==> src/logic/rtr_pkg.sv <==
package rtr_pkg;
   localparam int NUM_PINS = 24;
   localparam int PIN_W = 5;
   localparam int ADDR_W = 8;
   localparam int DATA_W = 32;
   localparam logic [7:0] PATH_CFG_IDX = 8'h03;
   localparam logic [7:0] TABLE_FIRST_IDX = 8'h10;
   localparam logic [7:0] TABLE_LAST_IDX = 8'h3f;
   localparam logic [7:0] EOI_IDX = 8'h40;
   localparam int PATH_SEL_BIT = 0;
   localparam int VEC_LSB = 0;
   localparam int VEC_W = 8;
   localparam int DLV_LSB = 8;
   localparam int DLV_W = 3;
   localparam int DEST_MODE_BIT = 11;
   localparam int STATUS_BIT = 12;
   localparam int POL_BIT = 13;
   localparam int REMOTE_BIT = 14;
   localparam int TRIG_BIT = 15;
   localparam int MASK_BIT = 16;
   localparam int DEST_LSB = 24;
   localparam int DEST_W = 8;
   localparam int PHYS_ID_W = 4;
   localparam logic RST_MASK = 1'b1;
   localparam logic RST_PATH_SEL = 1'b0;
   localparam logic [7:0] RST_VEC = 8'h00;
   localparam logic [7:0] RST_DEST = 8'h00;
   localparam logic [2:0] RST_DLV = 3'h0;
   localparam logic [2:0] DLV_FIXED = 3'h0;
   localparam logic [2:0] DLV_LOWEST = 3'h1;
   localparam logic [2:0] DLV_SYS_MGMT = 3'h2;
   localparam logic [2:0] DLV_RSVD_A = 3'h3;
   localparam logic [2:0] DLV_NMI = 3'h4;
   localparam logic [2:0] DLV_INIT = 3'h5;
   localparam logic [2:0] DLV_RSVD_B = 3'h6;
   localparam logic [2:0] DLV_EXT_LEGACY = 3'h7;
endpackage : rtr_pkg

==> src/logic/rtr_link_if.sv <==
`timescale 1ns/1ns
`default_nettype none
interface rtr_link_if #(
   parameter int N = rtr_pkg::NUM_PINS
);
   logic [N-1:0] req;
   logic [rtr_pkg::PIN_W-1:0] scan_idx;
   logic [7:0] vec;
   logic [7:0] dest;
   logic [2:0] dlv;
   logic dest_logical;
   logic level;
   logic busy;
   logic [rtr_pkg::PIN_W-1:0] busy_idx;
   logic done;
   logic accepted;
   modport table_side (
      output req, vec, dest, dlv, dest_logical, level,
      input scan_idx, busy, busy_idx, done, accepted
   );
   modport sender_side (
      input req, vec, dest, dlv, dest_logical, level,
      output scan_idx, busy, busy_idx, done, accepted
   );
endinterface : rtr_link_if
`default_nettype wire

==> src/logic/rtr_sender.sv <==
`timescale 1ns/1ns
`default_nettype none
module rtr_sender #(
   parameter int NUM_PINS = rtr_pkg::NUM_PINS
) (
   input wire logic mclk_i,
   input wire logic reset_n_i,
   rtr_link_if.sender_side link,
   input wire logic path_sel_i,
   input wire logic msg_done_i,
   input wire logic msg_accept_i,
   output logic msg_serial_valid_o,
   output logic msg_fsb_valid_o,
   output logic [7:0] msg_vector_o,
   output logic [7:0] msg_dest_o,
   output logic msg_dest_logical_o,
   output logic [2:0] msg_delivery_mode_o,
   output logic msg_level_o,
   output logic [rtr_pkg::PIN_W-1:0] msg_pin_o
);
   localparam logic [rtr_pkg::PIN_W-1:0] LAST_PIN = rtr_pkg::PIN_W'(NUM_PINS - 1);
   logic [rtr_pkg::PIN_W-1:0] ptr_r;
   logic busy_r;
   logic path_r;
   logic grant;

   assign grant = !busy_r && link.req[ptr_r];
   assign link.scan_idx = ptr_r;
   assign link.busy = busy_r;
   assign link.busy_idx = msg_pin_o;
   assign link.done = busy_r && msg_done_i;
   assign link.accepted = msg_accept_i;
   // Message goes out on the serial bus or as a front-side bus message.
   assign msg_serial_valid_o = busy_r && !path_r;
   assign msg_fsb_valid_o = busy_r && path_r;

   // The scan pointer walks through the entries while no message is out.
   always_ff @(posedge mclk_i or negedge reset_n_i) begin
      if (!reset_n_i) begin
         ptr_r <= '0;
      end else if (!busy_r) begin
         ptr_r <= (ptr_r == LAST_PIN) ? '0 : ptr_r + 1'b1;
      end
   end

   always_ff @(posedge mclk_i or negedge reset_n_i) begin
      if (!reset_n_i) begin
         busy_r <= 1'b0;
      end else if (grant) begin
         busy_r <= 1'b1;
      end else if (msg_done_i) begin
         busy_r <= 1'b0;
      end
   end

   // The selected entry is latched so it stands unchanged until the bus unit confirms.
   always_ff @(posedge mclk_i or negedge reset_n_i) begin
      if (!reset_n_i) begin
         path_r <= rtr_pkg::RST_PATH_SEL;
         msg_pin_o <= '0;
         msg_vector_o <= '0;
         msg_dest_o <= '0;
         msg_dest_logical_o <= 1'b0;
         msg_delivery_mode_o <= '0;
         msg_level_o <= 1'b0;
      end else if (grant) begin
         path_r <= path_sel_i;
         msg_pin_o <= ptr_r;
         msg_vector_o <= link.vec;
         msg_dest_o <= link.dest;
         msg_dest_logical_o <= link.dest_logical;
         msg_delivery_mode_o <= link.dlv;
         msg_level_o <= link.level;
      end
   end
endmodule : rtr_sender
`default_nettype wire

==> src/logic/rtr_redirection_table.sv <==
// Contract
// - Delivery path bit 0 sends on serial bus, 1 as front-side message.
// - One 64-bit entry per pin, two 32-bit halves at consecutive indexes.
// - Detection sets delivery status; new edge only after send confirmed.
// - Physical mode uses 4-bit destination id, logical uses full 8 bits.
// - Mask blocks delivery and pending; message already out is unaffected.
// - Trigger mode bit 0 means edge, 1 means level.
// - Remote-accept set on level acceptance, cleared by end-of-interrupt.
// - Polarity bit 0 means active high, 1 means active low.
// - Delivery status is read-only: 1 while waiting, 0 idle.
// - Reset sets mask and clears bits fifteen to twelve.
// - End-of-interrupt write clears remote-accept of every matching vector; an entry accepted in the same cycle keeps it set.
// - Vector held in the low eight bits of each entry.
// - Three-bit delivery mode; non-maskable and init never set remote-accept.
`timescale 1ns/1ns
`default_nettype none
module rtr_redirection_table #(
   parameter int NUM_PINS = rtr_pkg::NUM_PINS
) (
   input wire logic mclk_i,
   input wire logic reset_n_i,
   input wire logic [rtr_pkg::ADDR_W-1:0] reg_addr_i,
   input wire logic [rtr_pkg::DATA_W-1:0] reg_wdata_i,
   input wire logic reg_wr_i,
   input wire logic reg_rd_i,
   output logic [rtr_pkg::DATA_W-1:0] reg_rdata_o,
   input wire logic [NUM_PINS-1:0] irq_pin_i,
   input wire logic eoi_msg_valid_i,
   input wire logic [7:0] eoi_msg_vector_i,
   input wire logic msg_done_i,
   input wire logic msg_accept_i,
   output logic msg_serial_valid_o,
   output logic msg_fsb_valid_o,
   output logic [7:0] msg_vector_o,
   output logic [7:0] msg_dest_o,
   output logic msg_dest_logical_o,
   output logic [2:0] msg_delivery_mode_o,
   output logic msg_level_o,
   output logic [rtr_pkg::PIN_W-1:0] msg_pin_o,
   output logic delivery_path_select_o
);
   rtr_link_if #(.N(NUM_PINS)) link ();

   logic delivery_path_select_r;
   logic [7:0] vec_r [NUM_PINS];
   logic [2:0] dlv_r [NUM_PINS];
   logic [7:0] dest_r [NUM_PINS];
   logic dest_mode_r [NUM_PINS];
   logic status_r [NUM_PINS];
   logic pol_r [NUM_PINS];
   logic remote_r [NUM_PINS];
   logic trig_r [NUM_PINS];
   logic mask_r [NUM_PINS];
   logic prev_r [NUM_PINS];

   logic in_table;
   logic [7:0] tab_off;
   logic [rtr_pkg::PIN_W-1:0] ent_idx;
   logic hi_half;
   logic eoi_wr;
   logic [rtr_pkg::DATA_W-1:0] rd_val;
   logic [rtr_pkg::PIN_W-1:0] rd_ent;

   assign in_table = (reg_addr_i >= rtr_pkg::TABLE_FIRST_IDX) &&
                     (reg_addr_i <= rtr_pkg::TABLE_LAST_IDX);
   assign tab_off = reg_addr_i - rtr_pkg::TABLE_FIRST_IDX;
   assign ent_idx = tab_off[rtr_pkg::PIN_W:1];
   assign hi_half = tab_off[0];
   assign eoi_wr = reg_wr_i && (reg_addr_i == rtr_pkg::EOI_IDX);
   assign rd_ent = ent_idx;
   assign delivery_path_select_o = delivery_path_select_r;

   // Delivery path configuration.
   always_ff @(posedge mclk_i or negedge reset_n_i) begin
      if (!reset_n_i) begin
         delivery_path_select_r <= rtr_pkg::RST_PATH_SEL;
      end else if (reg_wr_i && reg_addr_i == rtr_pkg::PATH_CFG_IDX) begin
         delivery_path_select_r <= reg_wdata_i[rtr_pkg::PATH_SEL_BIT];
      end
   end

   // Fields of the selected entry handed to the sender.
   always_comb begin
      link.vec = vec_r[link.scan_idx];
      link.dlv = dlv_r[link.scan_idx];
      link.dest_logical = dest_mode_r[link.scan_idx];
      link.level = trig_r[link.scan_idx];
      if (dest_mode_r[link.scan_idx]) begin
         link.dest = dest_r[link.scan_idx];
      end else begin
         link.dest = {{(rtr_pkg::DEST_W - rtr_pkg::PHYS_ID_W){1'b0}},
                      dest_r[link.scan_idx][rtr_pkg::PHYS_ID_W-1:0]};
      end
   end

   genvar g;
   generate
      for (g = 0; g < NUM_PINS; g++) begin : g_ent
         logic wr_lo;
         logic wr_hi;
         logic active;
         logic trigger;
         logic in_flight;
         logic done_me;
         logic eoi_hit;
         logic no_remote;

         assign wr_lo = reg_wr_i && in_table && !hi_half && ent_idx == rtr_pkg::PIN_W'(g);
         assign wr_hi = reg_wr_i && in_table && hi_half && ent_idx == rtr_pkg::PIN_W'(g);
         assign active = irq_pin_i[g] ^ pol_r[g];
         assign in_flight = link.busy && link.busy_idx == rtr_pkg::PIN_W'(g);
         assign done_me = link.done && link.busy_idx == rtr_pkg::PIN_W'(g);
         assign no_remote = (dlv_r[g] == rtr_pkg::DLV_NMI) ||
                            (dlv_r[g] == rtr_pkg::DLV_INIT);
         assign eoi_hit = (eoi_wr && reg_wdata_i[7:0] == vec_r[g]) ||
                          (eoi_msg_valid_i && eoi_msg_vector_i == vec_r[g]);
         // Edge entries fire on a fresh edge only while idle; level entries while active with remote-accept clear.
         assign trigger = !mask_r[g] && !status_r[g] &&
                          (trig_r[g] ? (active && !remote_r[g])
                                     : (active && !prev_r[g]));
         assign link.req[g] = status_r[g] && !mask_r[g];

         always_ff @(posedge mclk_i or negedge reset_n_i) begin
            if (!reset_n_i) begin
               prev_r[g] <= 1'b0;
            end else begin
               prev_r[g] <= active;
            end
         end

         // Writable fields of the low half.
         always_ff @(posedge mclk_i or negedge reset_n_i) begin
            if (!reset_n_i) begin
               mask_r[g] <= rtr_pkg::RST_MASK;
               trig_r[g] <= 1'b0;
               pol_r[g] <= 1'b0;
               dest_mode_r[g] <= 1'b0;
               dlv_r[g] <= rtr_pkg::RST_DLV;
               vec_r[g] <= rtr_pkg::RST_VEC;
            end else if (wr_lo) begin
               mask_r[g] <= reg_wdata_i[rtr_pkg::MASK_BIT];
               trig_r[g] <= reg_wdata_i[rtr_pkg::TRIG_BIT];
               pol_r[g] <= reg_wdata_i[rtr_pkg::POL_BIT];
               dest_mode_r[g] <= reg_wdata_i[rtr_pkg::DEST_MODE_BIT];
               dlv_r[g] <= reg_wdata_i[rtr_pkg::DLV_LSB +: rtr_pkg::DLV_W];
               vec_r[g] <= reg_wdata_i[rtr_pkg::VEC_LSB +: rtr_pkg::VEC_W];
            end
         end

         always_ff @(posedge mclk_i or negedge reset_n_i) begin
            if (!reset_n_i) begin
               dest_r[g] <= rtr_pkg::RST_DEST;
            end else if (wr_hi) begin
               dest_r[g] <= reg_wdata_i[rtr_pkg::DEST_LSB +: rtr_pkg::DEST_W];
            end
         end

         // Delivery status: set on detection, cleared once the message is accepted.
         always_ff @(posedge mclk_i or negedge reset_n_i) begin
            if (!reset_n_i) begin
               status_r[g] <= 1'b0;
            end else if (done_me && link.accepted) begin
               status_r[g] <= 1'b0;
            end else if (trigger) begin
               status_r[g] <= 1'b1;
            end else if (mask_r[g] && !in_flight) begin
               status_r[g] <= 1'b0;
            end
         end

         // Remote-accept: acceptance wins over a clear arriving in the same cycle.
         always_ff @(posedge mclk_i or negedge reset_n_i) begin
            if (!reset_n_i) begin
               remote_r[g] <= 1'b0;
            end else if (done_me && link.accepted && trig_r[g] && !no_remote) begin
               remote_r[g] <= 1'b1;
            end else if (eoi_hit) begin
               remote_r[g] <= 1'b0;
            end
         end
      end
   endgenerate

   // Read multiplexer; reserved bits read as zero.
   always_comb begin
      rd_val = '0;
      if (reg_addr_i == rtr_pkg::PATH_CFG_IDX) begin
         rd_val[rtr_pkg::PATH_SEL_BIT] = delivery_path_select_r;
      end else if (in_table && hi_half) begin
         rd_val[rtr_pkg::DEST_LSB +: rtr_pkg::DEST_W] = dest_r[rd_ent];
      end else if (in_table) begin
         rd_val[rtr_pkg::MASK_BIT] = mask_r[rd_ent];
         rd_val[rtr_pkg::TRIG_BIT] = trig_r[rd_ent];
         rd_val[rtr_pkg::REMOTE_BIT] = remote_r[rd_ent];
         rd_val[rtr_pkg::POL_BIT] = pol_r[rd_ent];
         rd_val[rtr_pkg::STATUS_BIT] = status_r[rd_ent];
         rd_val[rtr_pkg::DEST_MODE_BIT] = dest_mode_r[rd_ent];
         rd_val[rtr_pkg::DLV_LSB +: rtr_pkg::DLV_W] = dlv_r[rd_ent];
         rd_val[rtr_pkg::VEC_LSB +: rtr_pkg::VEC_W] = vec_r[rd_ent];
      end
   end

   // Read data stand only in the cycle after the read strobe.
   always_ff @(posedge mclk_i or negedge reset_n_i) begin
      if (!reset_n_i) begin
         reg_rdata_o <= '0;
      end else if (reg_rd_i) begin
         reg_rdata_o <= rd_val;
      end else begin
         reg_rdata_o <= '0;
      end
   end

   rtr_sender #(.NUM_PINS(NUM_PINS)) u_sender (
      .mclk_i(mclk_i),
      .reset_n_i(reset_n_i),
      .link(link),
      .path_sel_i(delivery_path_select_r),
      .msg_done_i(msg_done_i),
      .msg_accept_i(msg_accept_i),
      .msg_serial_valid_o(msg_serial_valid_o),
      .msg_fsb_valid_o(msg_fsb_valid_o),
      .msg_vector_o(msg_vector_o),
      .msg_dest_o(msg_dest_o),
      .msg_dest_logical_o(msg_dest_logical_o),
      .msg_delivery_mode_o(msg_delivery_mode_o),
      .msg_level_o(msg_level_o),
      .msg_pin_o(msg_pin_o)
   );
endmodule : rtr_redirection_table
`default_nettype wire

==> config.mk <==
export PLATFORM = sky130hd
export DESIGN_NAME = rtr_redirection_table
export DESIGN_NICKNAME = d
export VERILOG_FILES = /design/src/logic/rtr_pkg.sv /design/src/logic/rtr_link_if.sv /design/src/logic/rtr_sender.sv /design/src/logic/rtr_redirection_table.sv
export SDC_FILE = /design/constraint.sdc
export NUM_CORES = 2
export LEC_CHECK = 0
export BUFFER_PORTS_ARGS = -buffer_cell sky130_fd_sc_hd__buf_2
export CORE_MARGIN = 4
export CORE_UTILIZATION = 55
export CTS_BUF_LIST = sky130_fd_sc_hd__clkbuf_16
export DETAILED_ROUTE_END_ITERATION = 8
export MAX_ROUTING_LAYER = met4
export PLACE_DENSITY = 0.72
export SETUP_SLACK_MARGIN = 0.15
export SLEW_MARGIN = 20
export SYNTH_ARGS = -nofsm -noshare
export SYNTH_HDL_FRONTEND = slang
export SYNTH_SLANG_ARGS = --single-unit
==> constraint.sdc <==
create_clock -name mclk_i -period 3.5 [get_ports mclk_i]
set_input_delay 1.05 -clock mclk_i [delete_from_list [all_inputs] [get_ports mclk_i]]
set_output_delay 1.05 -clock mclk_i [all_outputs]
set_load 0.03 [all_outputs]
# Word level (Yosys, flattened, before mapping)
# Cells that the tools add are included.
# Widths: inputs -> output; s select.
# word_totals
regBits,690
output_inout_bits,61
in_bits,79
# classes
mux,199
reduce_logical,617
magnitude_cmp,5
n_bitwise,26
n_eq_ne,145
add_sub_neg,2
# ops
cell,count
$eq 8x8->1,48
$logic_and 1x1->1,371
$mux 1,164
$bmux 8 s5,4
$logic_not 1->1,147
$eq 3x3->1 const B,48
$mux 8,11
$eq 5x5->1 const B,17
$eq 5x4->1 const B,16
$reduce_bool 3->1,24
$reduce_bool 2->1,25
$logic_or 1x1->1,48
$bmux 1 s5,9
$eq 5x3->1 const B,8
$mux 17,2
$mux 32,1
$bmux 3 s5,2
$xor 1x1->1,24
$eq 5x2->1 const B,4
$mux 16,1
$ge 6x6->1 const B,2
$mux 3,4
$not 5->6,2
$eq 5x1->1 const B,2
9 further kinds,10

# Longest topological paths before layout
# depth
ltp_word,9
mapped_depth,10
depth_no_buf,7

# By module
# A second synthesis with hierarchy kept.
# unflattened
hier_cells,2965
area_unflattened_um2,40233.6
# modules_own_cells
module,n_inst,seq_area_each_um2,area_each_um2,cells_each
rtr_redirection_table,1,16295.6,38510.7,2838
rtr_sender,1,825.8,1722.9,127

# Worst setup path after synthesis
# OpenSTA, ideal clock, no wires.
# synth_path
kind,in2reg
start,input reg_addr_i[4] in the netlist's numbering
end,register dest_mode_r[21] in the netlist's numbering
path_stages,9
arrival_time_ps,3903
t_required_ps,3375
path_slack_ps,-528
path_buffers,4
cell_sequence,buf_2 inv_2 buf_1 ha_1 buf_1 nand2_1 nor3_2 buf_2 mux2_2
# synth_between
elab_chain_len,5
elab_cells_between_ends,8
cone_classes,add/sub: 1; order compare: 2; eq/ne: 1; reduce/logical: 4
# synth_rtl
element,line_no,text
from (decl),rtr_redirection_table.sv:22,"input wire logic [rtr_pkg::ADDR_W-1:0] reg_addr_i,"
branches (longest 4 deep; another with $sub 6x5->6),n/a,
$logic_and 1x1->1 *,rtr_redirection_table.sv:108,assign wr_lo = reg_wr_i && in_table && !hi_half && ent_idx == rtr_pkg::PIN_W'(g);
"to (signal, indexed assignment)",rtr_redirection_table.sv:144,dest_mode_r[g] <= reg_wdata_i[rtr_pkg::DEST_MODE_BIT];
to (decl),rtr_redirection_table.sv:48,logic dest_mode_r [NUM_PINS];
# Every way passes the cells marked *.
# A chain may end at the register's enable or synchronous reset.

# Worst setup path in the final report
# layout_path
start,register u_sender.ptr_r (netlist bit u_sender.link.scan_idx[1])
end,register u_sender.msg_pin_o (netlist bit u_sender.link.busy_idx[2])
# layout_between
elab_chain_len,3
# layout_rtl
element,line_no,text
from (decl),rtr_sender.sv:22,logic [rtr_pkg::PIN_W-1:0] ptr_r;
from (signal assigned),rtr_sender.sv:42,ptr_r <= (ptr_r == LAST_PIN) ? '0 : ptr_r + 1'b1;
$bmux 1 s5,rtr_sender.sv:27,assign grant = !busy_r && link.req[ptr_r];
$mux 1 (implied by the code),rtr_sender.sv:27,
$logic_and 1x1->1,rtr_sender.sv:27,
to (signal assigned),rtr_sender.sv:68,msg_pin_o <= ptr_r;
to (decl),rtr_sender.sv:19,output logic [rtr_pkg::PIN_W-1:0] msg_pin_o
# Every way passes these cells. The select of a mux whose other input is x is not followed.

==> impl_metrics.csv <==
group,metric,value,unit
outcome,status,"finished, violations left",
outcome,violations,"design-rule violations",
pwr,swShare,0.3426,
synth,synthCells,3027,
place,place_area,42880,um^2
run,cap_violations,0,
worst_setup_path,crit_arrival,3.74,ns
sta,period_minus_slack,3.219,ns
floorplanning,die-area,77310,um^2
detailed_routing,drc,1,
detailed_routing,dr_total_vias,28560,
synth,synthFlopType,"dfrtp_1",
floorplanning,num_rows,98,
final_layout,drive_gt1_frac,0.4209,
place,hpwl,91.43,mm
sta,hold_viol_final,0,
place,place_ws,0.05041,ns
pwr,seq_power_share,0.384,
hold_path,hold_path_class,"in -> async",
global_route,grt_util_all_layers,0.3486,
floorplanning,die_w,278.0,um
global_route,grt_max_degree,104,
final_layout,fill_cells,5499,
synth,ys_top_cells_by_count,"dfrtp_1 (659), mux2_2 (615), mux4_2 (272)",
worst_setup_path,worstSetupStartpoint,"u_sender.link.scan_idx[1]$_DFFE_PN0N_",
detailed_routing,wire_per_inst,31.34,um
worst_setup_path,start_kind,"register",
synth,synth_edf_count,0,
synth,syn-cell-area,40110,um^2
worst_setup_path,r2r-start,"u_sender.link.scan_idx[1]$_DFFE_PN0N_",
pwr,combPwrFrac,0.281,
clocking,numCtsBuffers,78,
final_layout,num-nets-final,3246,
clocking,h-tree-depth,3,
synth,synth_area_leaders,"dfrtp_1 (41%), mux2_2 (17%), mux4_2 (15%), xnor2_1 (4.7%), xor2_1 (4.2%)",
floorplanning,core,71850,um^2
detailed_routing,first_pass_iters,5,
clocking,clk_latency,0.64,ns
pwr,power.internal,15.69,mW
worst_setup_path,critPathTopFamily,"multiplexers",
worst_setup_path,cp_max_fo,7,
synth,synthMostInstantiatedCell,"dfrtp_1",
detailed_routing,ant_nets,0,
clocking,clock-sinks,683,
detailed_routing,via_per_inst,6.830,
worst_setup_path,crit_path_end_kind,"register",
clocking,cts_resized,0,
worst_setup_path,max_stage_delay,0.81,ns
synth,avgSynthCellArea,13.25,um^2
worst_setup_path,worstSetupPathType,"reg -> reg",
sta,setup_viol,0,
worst_setup_path,slowest_stage,"o311ai_4",
sta,rsz0062_at_grt,"no",
global_route,grt_overflow,0,
pwr,p_leak,20.30,nW
global_route,antenna_found_initial,4,
worst_setup_path,worstPathRequired,4.02,ns
floorplanning,start_util,0.5582,
global_route,grt_pass1_wl,196.4,mm
pwr,pwr-share-clk,0.335,
floorplanning,dieHeight,278.0,um
pwr,finalPower,23.87,mW
worst_setup_path,crit_chain,"clkinv_1, mux4_2, o311ai_4, buf_4, mux2_2",
global_route,grt_pass1_vias,29500,
clocking,cts_tree,"built",
final_layout,register_area,17130,um^2
synth,yosys.area.top_type,"dfrtp_1",
sta,final.setup.worst_slack,0.2811,ns
synth,ys_ff_latch,683,
clocking,cts_buffer_depth,3,
sta,final.period_utilization,0.9197,
pwr,pwr_density_cell,526.3,nW/um^2
pwr,p_sw,8.179,mW
synth,yosys_warnings,0,
final_layout,finalInstanceArea,45360,um^2
clocking,hold_buffers,0,
synth,postSynth.asyncResetShare,1.000,
final_layout,area_growth,13.09,%
floorplanning,ios,140,
detailed_routing,wirelength,131.1,mm
final_layout,multi_input_area,21790,um^2
sta,fmax,310.7,MHz
synth,synth_top_area_frac,0.4112,
place,routabilityCongestion,0.9814,
sta,worstMarginPinSlew,0.9552,ns
sta,slew_violations,0,
sta,worst_slew_margin_rel,0.3617,
clocking,cts_root_buf,"clkbuf_16",
sta,fin_skew,0.02540,ns
place,port_buffers,123,
detailed_routing,drt_iter0_markers,3341,
sta,finalSetupTns,0,ns
synth,netlist-cell-type-count,65,
clocking,cts_setup_buffers,0,
worst_setup_path,cp.buffers_inverters,2,
clocking,path_clk_slew,0.06,ns
pwr,ir_drop,1215,uV
synth,ys_seq_area_frac,0.4269,
-- flip-flops by register name (all words and copies together), names as in the netlist --
register / cells
status_r: 24
u_sender.msg_vector_o: 8
delivery_path_select_o: 1
vec_r: 192
remote_r: 24
mask_r: 24
u_sender.msg_dest_o: 8
u_sender.path_r: 1
u_sender.msg_delivery_mode_o: 3
dlv_r: 72
dest_r: 192
u_sender.msg_level_o: 1
dest_mode_r: 24
u_sender.link.scan_idx: 5
trig_r: 24
prev_r: 24
u_sender.link.busy: 1
u_sender.msg_dest_logical_o: 1
u_sender.link.busy_idx: 5
pol_r: 24
reg_rdata_o: 25
-- cell usage in the layout, fill, tap and decap left out, types with 12 or more instances in the layout --
master / netlist / layout
a21oi_1: 47 / 47
mux2i_1: 107 / 107
a22oi_1: 37 / 37
inv_1: 42 / 57
dfstp_2: 24 / 24
buf_12: 0 / 45
nand2_1: 62 / 60
xor2_1: 192 / 192
o22ai_1: 12 / 12
clkbuf_16: 0 / 79
dfrtp_1: 659 / 657
o21ai_0: 50 / 50
mux4_2: 272 / 272
clkinv_2: 0 / 13
clkinv_1: 1 / 21
o31ai_1: 20 / 20
nor2_1: 51 / 50
a221oi_1: 15 / 15
a31oi_1: 30 / 30
nand2b_1: 14 / 14
mux2_2: 615 / 615
nor2b_1: 33 / 33
buf_4: 15 / 141
nor3_1: 13 / 13
nand4_1: 55 / 55
buf_2: 59 / 119
xnor2_1: 217 / 217
a211oi_1: 18 / 18
nor4_1: 42 / 42
nand3_1: 39 / 39
o2111ai_1: 15 / 15
-- power by group through the flow --
stage	clock [mW]	sequential [mW]	combinational [mW]
after global placement	0	9.22	6.52
after detailed placement	0	9.27	6.61
after global routing	8.44	9.22	7.04
after CTS	8.10	9.14	6.63
final	7.99	9.17	6.71
after floorplan	0	9.12	4.31
-- per-stage QoR --
step                utilization  hold slack, ns  cells
global placement         0.5968          0.4867   4034
CTS                      0.6312          0.3512   4179
finish                   0.6313          0.3496   4182
global route             0.6312          0.3718   4181
floorplan                     -          0.4692   3033
detailed placement       0.5968          0.4900   4034
-- per-layer routing --
layer	track usage	up-vias	part of all wire
li1	-	11650	-
met1	0.4837	15060	0.41
met2	0.5079	1555	0.45
met3	0.08531	297	0.10
met4	0.1205	0	0.037
met5	-	-	0
-- cell type report --
cell class,instances,area share
antenna,3,0.0001655
clock buffer,79,0.04358
clock inverter,66,0.01090
inverter,45,0.003862
multi-input combinational,2048,0.4804
sequential,683,0.3776
tap,950,0.02621
timing repair buffer,308,0.05724
-- kinds of logic (layout without fill, tap and decap cells) --
kind of cell    count (synthesis)  after routing  share of synthesized area
mux                           995            995                     0.3524
flops                         683            683                     0.4269
xor+xnor                      409            409                    0.08932
simple gates                  361            361                    0.05247
buf+inv                       302            498                    0.03207
compound gates                273            273                    0.04583
fa+ha+maj                       3              3                  0.0009360
other cells                     1             10                 0.00009350
-- worst register-to-register path, delay by kind of cell, from the launching register on --
family,cells,cell delay (ns)
multiplexers,2,1.06
AO/OA/AOI/OAI,1,0.81
buffers and inverters,2,0.76
flip-flops,1,0.48
-- worst paths after layout --
check	endpoint	slack [ns]	depth (start not counted)
setup reg to reg	u_sender.link.busy_idx[2]$_DFFE_PN0P_	0.28	5
max in group asynchronous	dest_r[145]$_DFFE_PN0P_	2.18	2
hold / removal	vec_r[4]$_DFFE_PN0P_	0.35	1
setup / recovery	u_sender.link.busy_idx[2]$_DFFE_PN0P_	0.28	5
hold reg to reg	u_sender.msg_vector_o[6]$_DFFE_PN0P_	0.50	1
min in group mclk_i	u_sender.msg_vector_o[6]$_DFFE_PN0P_	0.50	1
Note: power is estimated with default switching activity, not from simulation.
